### src/logic/pp_regs_consts.vh
// Purpose: constants for the parallel port register block
// Assumes: one system clock at 200 MHz
// Notes: offsets are host byte addresses from the port base
`ifndef PP_REGS_CONSTS_VH
`define PP_REGS_CONSTS_VH

// ==========================================================
// register offsets
`define PP_OFF_DATA 3'h0
`define PP_OFF_STAT 3'h1
`define PP_OFF_CTRL 3'h2
`define PP_OFF_EADDR 3'h3
`define PP_OFF_EDATA0 3'h4

// ==========================================================
// status field positions
`define PP_ST_EXPIRED 0
`define PP_ST_FAULT 3
`define PP_ST_ONLINE 4
`define PP_ST_MEDIA 5
`define PP_ST_ACK 6
`define PP_ST_READY 7

// ==========================================================
// control field positions
`define PP_CT_STROBE 0
`define PP_CT_LINEFEED 1
`define PP_CT_PRST 2
`define PP_CT_CHOOSE 3
`define PP_CT_IRQ 4
`define PP_CT_DIR 5

// ==========================================================
// reset values
`define PP_DATA_RST 8'h00
`define PP_CTRL_RST 6'h00
`define PP_EADDR_RST 8'h00
`define PP_EDATA_RST 8'h00
// strobes and active-low pins idle high
`define PP_SYNC_RST 27'h2780000

// ==========================================================
// port modes
`define PP_MODE_PRINTER 2'h0
`define PP_MODE_BIDIR 2'h1
`define PP_MODE_EPP 2'h2
`define PP_MODE_ECP 2'h3

// ==========================================================
// timing
`define PP_CLK_PS 5000
`define PP_TMO_NS 10000
`define PP_TMO_CYC ((`PP_TMO_NS * 1000) / `PP_CLK_PS)

`endif

### src/logic/pp_regs.v
// Purpose: host register logic of a multi-mode parallel port
// Assumes: host strobes and connector inputs are asynchronous to clk_sys
// Notes: host strobes are seen after a three-flop filter, so edges lag
`timescale 1ns/10ps
`include "pp_regs_consts.vh"

module pp_regs #(
   parameter TMO_CYC = `PP_TMO_CYC
) (
   input wire clk_sys,
   input wire reset,
   input wire [1:0] port_mode,
   input wire host_cs_n,
   input wire host_rd_n,
   input wire host_wr_n,
   input wire [2:0] host_addr,
   input wire [7:0] host_data_in,
   output reg [7:0] host_data_out,
   output reg host_data_oe,
   output reg host_chrdy,
   output reg host_irq,
   input wire [7:0] port_data_lines_in,
   output reg [7:0] port_data_lines_out,
   output reg port_data_lines_oe,
   output reg strobe_n,
   output reg line_feed_n,
   output reg printer_reset_n,
   output reg printer_choose_n,
   input wire fault_n_in,
   input wire online_in,
   input wire out_of_media_in,
   input wire char_accepted_n_in,
   input wire busy_in
);

   // ==========================================================
   // input filter
   localparam SW = 27;
   localparam [SW-1:0] SRST = `PP_SYNC_RST;
   localparam [11:0] TMO = TMO_CYC[11:0];
   wire [SW-1:0] raw;
   reg [SW-1:0] s1_r;
   reg [SW-1:0] s2_r;
   reg [SW-1:0] s3_r;
   reg [SW-1:0] st_r;
   assign raw = {busy_in, char_accepted_n_in, out_of_media_in, online_in, fault_n_in,
                 host_wr_n, host_rd_n, host_cs_n, host_addr, host_data_in,
                 port_data_lines_in};
   // three flops per bit; a level counts once stages two and three agree
   genvar gi;
   generate
      for (gi = 0; gi < SW; gi = gi + 1) begin : g_sync
         always @(posedge clk_sys or posedge reset) begin
            if (reset) begin
               s1_r[gi] <= SRST[gi];
               s2_r[gi] <= SRST[gi];
               s3_r[gi] <= SRST[gi];
               st_r[gi] <= SRST[gi];
            end else begin
               s1_r[gi] <= raw[gi];
               s2_r[gi] <= s1_r[gi];
               s3_r[gi] <= s2_r[gi];
               if (s2_r[gi] == s3_r[gi]) begin
                  st_r[gi] <= s3_r[gi];
               end
            end
         end
      end
   endgenerate

   wire [7:0] pd_s = st_r[7:0];
   wire [7:0] hd_s = st_r[15:8];
   wire [2:0] ha_s = st_r[18:16];
   wire cs_n_s = st_r[19];
   wire rd_n_s = st_r[20];
   wire wr_n_s = st_r[21];
   wire fault_s = st_r[22];
   wire online_s = st_r[23];
   wire media_s = st_r[24];
   wire ack_s = st_r[25];
   wire busy_s = st_r[26];

   // ==========================================================
   // strobe edges
   reg rd_n_d_r;
   reg wr_n_d_r;
   reg ack_d_r;
   always @(posedge clk_sys or posedge reset) begin
      if (reset) begin
         rd_n_d_r <= 1'b1;
         wr_n_d_r <= 1'b1;
         ack_d_r <= 1'b1;
      end else begin
         rd_n_d_r <= rd_n_s;
         wr_n_d_r <= wr_n_s;
         ack_d_r <= ack_s;
      end
   end
   wire epp_mode = (port_mode == `PP_MODE_EPP);
   wire rd_lead = rd_n_d_r & ~rd_n_s & ~cs_n_s;
   wire rd_trail = ~rd_n_d_r & rd_n_s;
   wire wr_lead = wr_n_d_r & ~wr_n_s & ~cs_n_s;
   wire wr_trail = ~wr_n_d_r & wr_n_s & ~cs_n_s;
   wire ack_rise = ~ack_d_r & ack_s;
   // EPP ports decode only in EPP mode
   // EPP decode gate
   wire epp_sel = epp_mode & (ha_s >= `PP_OFF_EADDR);

   // ==========================================================
   // EPP cycle sequencer
   localparam [2:0] EP_IDLE = 3'h0;
   localparam [2:0] EP_SYNC = 3'h1;
   localparam [2:0] EP_STRB = 3'h2;
   localparam [2:0] EP_TERM = 3'h3;
   localparam [2:0] EP_DONE = 3'h4;
   reg [2:0] ep_state_r;
   reg [2:0] ep_state_nxt;
   reg ep_write_r;
   reg [2:0] ep_off_r;
   reg [11:0] ep_cnt_r;
   reg [7:0] ep_rdata_r;
   wire ep_busy = (ep_state_r != EP_IDLE) && (ep_state_r != EP_DONE);
   // wait input is active low on the busy pin in EPP mode
   wire wait_hi = busy_s;
   wire ep_expire = ep_busy && (ep_cnt_r >= TMO);
   always @* begin
      ep_state_nxt = ep_state_r;
      case (ep_state_r)
         EP_IDLE: begin
            if ((rd_lead | wr_lead) & epp_sel) begin
               ep_state_nxt = EP_SYNC;
            end
         end
         EP_SYNC: begin
            if (!wait_hi) begin
               ep_state_nxt = EP_STRB;
            end
         end
         EP_STRB: begin
            if (wait_hi) begin
               ep_state_nxt = EP_TERM;
            end
         end
         EP_TERM: begin
            ep_state_nxt = EP_DONE;
         end
         EP_DONE: begin
            if (rd_n_s & wr_n_s) begin
               ep_state_nxt = EP_IDLE;
            end
         end
         default: begin
            ep_state_nxt = EP_IDLE;
         end
      endcase
      // abort releases the host at once
      if (ep_expire) begin
         ep_state_nxt = EP_DONE;
      end
   end

   // read data latched at strobe end
   always @(posedge clk_sys or posedge reset) begin
      if (reset) begin
         ep_state_r <= EP_IDLE;
         ep_write_r <= 1'b0;
         ep_off_r <= 3'h0;
         ep_cnt_r <= 12'h000;
         ep_rdata_r <= 8'h00;
      end else begin
         ep_state_r <= ep_state_nxt;
         if (ep_state_r == EP_IDLE) begin
            ep_write_r <= wr_lead;
            ep_off_r <= ha_s;
            ep_cnt_r <= 12'h000;
         end else if (ep_busy) begin
            ep_cnt_r <= ep_cnt_r + 12'h001;
         end
         if (ep_state_r == EP_STRB && wait_hi && !ep_write_r) begin
            ep_rdata_r <= pd_s;
         end
      end
   end

   // ==========================================================
   // registers
   reg [7:0] data_r;
   reg [5:0] ctrl_r;
   reg [7:0] eaddr_r;
   reg [7:0] edata_r [0:3];
   reg expired_r;
   // data latch on write trailing edge
   always @(posedge clk_sys or posedge reset) begin
      if (reset) begin
         data_r <= `PP_DATA_RST;
         ctrl_r <= `PP_CTRL_RST;
      end else if (wr_trail) begin
         if (ha_s == `PP_OFF_DATA) begin
            data_r <= hd_s;
         end
         if (ha_s == `PP_OFF_CTRL) begin
            ctrl_r <= hd_s[5:0];
         end
      end
   end

   always @(posedge clk_sys or posedge reset) begin
      if (reset) begin
         eaddr_r <= `PP_EADDR_RST;
      end else if (wr_trail && epp_sel && ha_s == `PP_OFF_EADDR) begin
         eaddr_r <= hd_s;
      end
   end

   // one storage entry per EPP data port
   generate
      for (gi = 0; gi < 4; gi = gi + 1) begin : g_edata
         always @(posedge clk_sys or posedge reset) begin
            if (reset) begin
               edata_r[gi] <= `PP_EDATA_RST;
            end else if (wr_trail && epp_sel && ha_s == (`PP_OFF_EDATA0 + gi)) begin
               edata_r[gi] <= hd_s;
            end
         end
      end
   endgenerate

   // flag set wins over write-one clear
   always @(posedge clk_sys or posedge reset) begin
      if (reset) begin
         expired_r <= 1'b0;
      end else if (ep_expire && epp_mode) begin
         expired_r <= 1'b1;
      end else if (wr_trail && ha_s == `PP_OFF_STAT && hd_s[`PP_ST_EXPIRED]) begin
         expired_r <= 1'b0;
      end
   end

   // ==========================================================
   // host read data
   reg [7:0] rd_val;
   wire [7:0] stat_val = {~busy_s, ack_s, media_s, online_s, fault_s, 2'b00, expired_r};
   always @* begin
      rd_val = 8'h00;
      case (ha_s)
         `PP_OFF_DATA: rd_val = pd_s;
         `PP_OFF_STAT: rd_val = stat_val;
         // bits six and seven read low
         `PP_OFF_CTRL: rd_val = {2'b00, ctrl_r};
         default: rd_val = epp_mode ? ep_rdata_r : 8'h00;
      endcase
   end

   always @(posedge clk_sys or posedge reset) begin
      if (reset) begin
         host_data_out <= 8'h00;
         host_data_oe <= 1'b0;
      end else begin
         if (rd_lead && ha_s != `PP_OFF_DATA) begin
            host_data_out <= rd_val;
         end else if (!rd_n_s && ha_s == `PP_OFF_DATA) begin
            host_data_out <= pd_s;
         end else if (!rd_n_s && ep_state_r == EP_TERM && !ep_write_r) begin
            host_data_out <= rd_val;
         end
         host_data_oe <= ~rd_n_s & ~cs_n_s & (epp_mode | ha_s < `PP_OFF_EADDR);
      end
   end

   // ==========================================================
   // connector and host outputs
   reg [7:0] pd_nxt;
   reg pd_oe_nxt;
   always @* begin
      pd_nxt = data_r;
      pd_oe_nxt = 1'b1;
      if (port_mode != `PP_MODE_PRINTER) begin
         pd_oe_nxt = ~ctrl_r[`PP_CT_DIR];
      end
      if (ep_busy || ep_state_r == EP_DONE) begin
         pd_nxt = hd_s;
         pd_oe_nxt = ep_write_r;
      end
      if (port_mode == `PP_MODE_PRINTER) begin
         pd_oe_nxt = 1'b1;
      end
   end

   wire strb_on = (ep_state_r == EP_STRB);
   wire adr_cyc = (ep_off_r == `PP_OFF_EADDR);
   always @(posedge clk_sys or posedge reset) begin
      if (reset) begin
         port_data_lines_out <= 8'h00;
         port_data_lines_oe <= 1'b1;
         strobe_n <= 1'b1;
         line_feed_n <= 1'b1;
         printer_reset_n <= 1'b0;
         printer_choose_n <= 1'b1;
         host_chrdy <= 1'b1;
         host_irq <= 1'b0;
      end else begin
         port_data_lines_out <= pd_nxt;
         port_data_lines_oe <= pd_oe_nxt;
         printer_reset_n <= ctrl_r[`PP_CT_PRST];
         if (ep_busy) begin
            // write, data and address strobe roles
            strobe_n <= ~ep_write_r & ~ctrl_r[`PP_CT_STROBE];
            line_feed_n <= ~(strb_on & ~adr_cyc);
            printer_choose_n <= ~(strb_on & adr_cyc);
         end else begin
            strobe_n <= ~ctrl_r[`PP_CT_STROBE];
            line_feed_n <= ~ctrl_r[`PP_CT_LINEFEED];
            printer_choose_n <= ~ctrl_r[`PP_CT_CHOOSE];
         end
         // ready low until cycle can finish
         host_chrdy <= ~(ep_busy && ep_state_nxt != EP_DONE) &
                       ~(rd_lead | wr_lead) | ~epp_sel;
         if (!ctrl_r[`PP_CT_IRQ]) begin
            host_irq <= 1'b0;
         end else if (ack_rise) begin
            host_irq <= 1'b1;
         end else if (!ack_s) begin
            host_irq <= 1'b0;
         end
      end
   end

endmodule

### config.mk
export PLATFORM = sky130hd
export DESIGN_NAME = pp_regs
export DESIGN_NICKNAME = d
export VERILOG_FILES = /design/src/logic/pp_regs.v
export VERILOG_INCLUDE_DIRS = /design/src /design/src/logic
export SDC_FILE = /design/constraint.sdc
export NUM_CORES = 1
export LEC_CHECK = 0
export BUFFER_PORTS_ARGS = -buffer_cell sky130_fd_sc_hd__buf_2
export CORE_MARGIN = 3
export CORE_UTILIZATION = 31
export DETAILED_ROUTE_END_ITERATION = 10
export GPL_ROUTABILITY_DRIVEN = 0
export PLACE_DENSITY = 0.49
export SLEW_MARGIN = 10
export SYNTH_ARGS = -nofsm -noshare
export SYNTH_HDL_FRONTEND = slang
export SYNTH_SLANG_ARGS = --single-unit
### constraint.sdc
create_clock -name clk_sys -period 6.8 [get_ports clk_sys]
set_input_delay 0 -clock clk_sys [delete_from_list [all_inputs] [get_ports clk_sys]]
set_output_delay 0 -clock clk_sys [all_outputs]
set_load 0.02 [all_outputs]
==> results_dict.tcl <==
set metrics [dict create \
    hp-class "in2reg" \
    grt_pass1_vias 3547 \
    critical-path-top-delay-family "simple AND/OR/NAND/NOR gates" \
    synthesis.area_um2 6150 \
    drc 0 \
    tightest_slew_ns 1.06 \
    yosysWarnings 0 \
    fin_worst_skew_ns 0.00799 \
    p_leak_uw 0.00328 \
    ys_ff_latch 177 \
    clock_latency_ns 0.42 \
    setup_viol 0 \
    synthArstFlopShare_pct 100 \
    peakVddDrop_v 0.000191 \
    ctsRootBufferMaster "clkbuf_16" \
    status "complete, no violations" \
    fin_nets 546 \
    drt-total-wl_um 11200 \
    drv_cap 0 \
    cts_tree "done" \
    htreeDepth 4 \
    grt_max_degree 94 \
    crit_slowest_cell "or3_1" \
    r2r_setup_slack_ns 4.64 \
    yosysTopAreaCell "dfrtp_1" \
    critPathCaptureType "flip-flop" \
    synth.area.top_cells "dfrtp_1, dfstp_2, mux2_2" \
    synth-edff-count 0 \
    crit_end "port_data_lines_oe$_DFF_PP1_" \
    start_kind "flip-flop" \
    drtPass1Iterations 4 \
    critical_path_buf_inv_count 1 \
    hold_viol_final 0 \
    crit_cells 4 \
    area_growth_pct 23.3 \
    cts.sinks 177 \
    fin_util_pct 39.8 \
    n_antenna_cell 0 \
    crit_required_ns 7.15 \
    vias 3439 \
    syn-num-nets 456 \
    cts-resized-gates 0 \
    design.die.area_um2 21600 \
    rsz0062_at_grt "false" \
    dp_hpwl_um 7160 \
    layout_common_cells "dfrtp_1, buf_2, nand2_1" \
    final_common_cell "dfrtp_1" \
    power_uw 2890 \
    io_pins 55 \
    p_per_area_nw_per_um2 382 \
    timing.final.crit_share_pct 31.8 \
    fp-row-count 50 \
    reg2reg_depth 4 \
    vias_per_cell 4.38 \
    wl_per_cell_um 14.3 \
    antenna_found_initial 0 \
    synth_cell_type_count 49 \
    clkTransAtPathRegs_ns 0.07 \
    r2r-start "ep_state_r[0]$_DFF_PP0_" \
    cts_buffer_depth 2 \
    setup_tns_ns 0 \
    ys.flop_type "dfrtp_1" \
    yosysSeqAreaShare_pct 72.6 \
    crit_type "reg2reg" \
    grt_usage_pct 11.2 \
    max_stage_delay_ns 0.63 \
    cts_buffers 17 \
    syn-instance-count 423 \
    r2r_end "port_data_lines_oe$_DFF_PP1_" \
    portBuffers 54 \
    syn_area_per_cell_um2 14.5 \
    max_freq_mhz 462 \
    critPathArrivalTime_ns 2.52 \
    grt_pass1_wl_um 18700 \
    fillCellCount 1800 \
    layout_min_cycle_time_ns 2.16 \
    cp_max_fo 16 \
    relSlewSlack_pct 29.2 \
    coreArea_um2 19100 \
    grt_remaining_overflow 0 \
    synth_top_area_share_pct 60.6 \
    drtAntennaViolNets 0 \
    slew_violations 0 \
    fp.dieH_um 147 \
    initial_core_util_pct 32.2 \
    crit_chain "or3_1, nand2_1, o221ai_1, dlygate4sd3_1" \
    drt_iter0_markers 231 \
    final_layout_size_suffix_gt1_share_pct 30.0 \
    crit_start "ep_state_r[0]$_DFF_PP0_" \
    die_w_um 147 \
]
[per-layer routing]
layer / vias up / share of wire [%] / global-route usage [%]
li1: 1636 / - / -
met1: 1734 / 46 / 14.4
met2: 60 / 49 / 17.5
met3: 9 / 4.1 / 3.49
met4: 0 / 1.1 / 4.66
met5: - / 0 / 0
[synth_stat cells (all sizes together), types with 2 or more instances]
library cell and instances:
inv 8, o21a 2, nand2b 9, and3 3
a21oi 15, a22oi 4, dfstp 28, nor4 2
mux2i 2, maj3 27, nand4 2, nor3 2
o21ai 16, a31oi 6, nand2 51, nor2b 3
or3 2, mux2 29, nor3b 3, clkbuf 6
nand3 5, dfrtp 149, a211oi 3, buf 8
ha 2, o31ai 3, a221oi 3, nor2 17
[logic make-up (layout without fill, tap and decap cells)]
kind of cell	Yosys count	in the layout	share of synthesized area, %
buf+inv	22	125	1.75
flops	177	177	72.6
compound gates	59	59	6.49
xor+xnor	2	2	0.285
mux	31	31	5.63
fa+ha+maj	29	29	4.80
simple gates	103	103	8.48
[tightest hold or removal path, cell delays in order]
cell	delay (ns)
buf_2	0.09
nand2b_1	0.24
o31ai_1	0.09
[metrics by stage]
stage	cells	cell area [um^2]	setup WS (ns)	hold slack [ns]
after floorplan	423	6150	2.04	0.00448
after global placement	724	6680	4.80	0.105
after detailed placement	724	6680	4.71	0.106
after CTS	786	7580	4.61	0.0372
after global routing	786	7580	4.51	0.0447
final	786	7580	4.64	0.0568
[sequential cells by signal (all words and copies together), names as in the netlist, 6 cells and up]
| name | count |
|---|---|
| hd_s | 8 |
| ctrl_r | 6 |
| s1_r | 27 |
| s3_r | 27 |
| s2_r | 27 |
| pd_s | 8 |
| ep_rdata_r | 8 |
| ep_cnt_r | 12 |
| data_r | 8 |
| host_data_out | 8 |
| port_data_lines_out | 8 |
[worst min path at each step]
stage	slack [ns]	from	cells after the start	end
3_3_place_gp	0.11	host_rd_n	1	s1_r[20]$_DFF_PP1_
5_1_grt	0.04	port_mode[0]	3	expired_r$_DFFE_PP0P_
6_report	0.06	port_mode[0]	3	expired_r$_DFFE_PP0P_
2_1_floorplan	0.004	host_cs_n	0	s1_r[19]$_DFF_PP1_
3_5_place_dp	0.11	host_rd_n	1	s1_r[20]$_DFF_PP1_
4_1_cts	0.04	port_mode[0]	3	expired_r$_DFFE_PP0P_
[area by class of cell]
cell class | instances | area [um^2] | area share (%)
clock buffer | 17 | 425 | 5.61
clock inverter | 15 | 176 | 2.33
inverter | 8 | 35.0 | 0.462
multi-input combinational | 224 | 1580 | 20.8
sequential | 177 | 4460 | 58.9
tap | 260 | 325 | 4.29
timing repair buffer | 85 | 578 | 7.62
[report_power, final]
| part | internal (uW) | switching [uW] | leakage [uW] |
|---|---|---|---|
| clock | 553 | 426 | 0.000291 |
| combinational | 216 | 320 | 0.000896 |
| sequential | 1250 | 129 | 0.00210 |
| total | 2020 | 875 | 0.00328 |
[repair_timing]
| action | CTS | global route |
|---|---|---|
| endpoints found under the hold margin | 101 | 0 |
| buffers inserted | 0 | 0 |
| hold buffers | 30 | 0 |
Power figures use the tool's default switching activity.
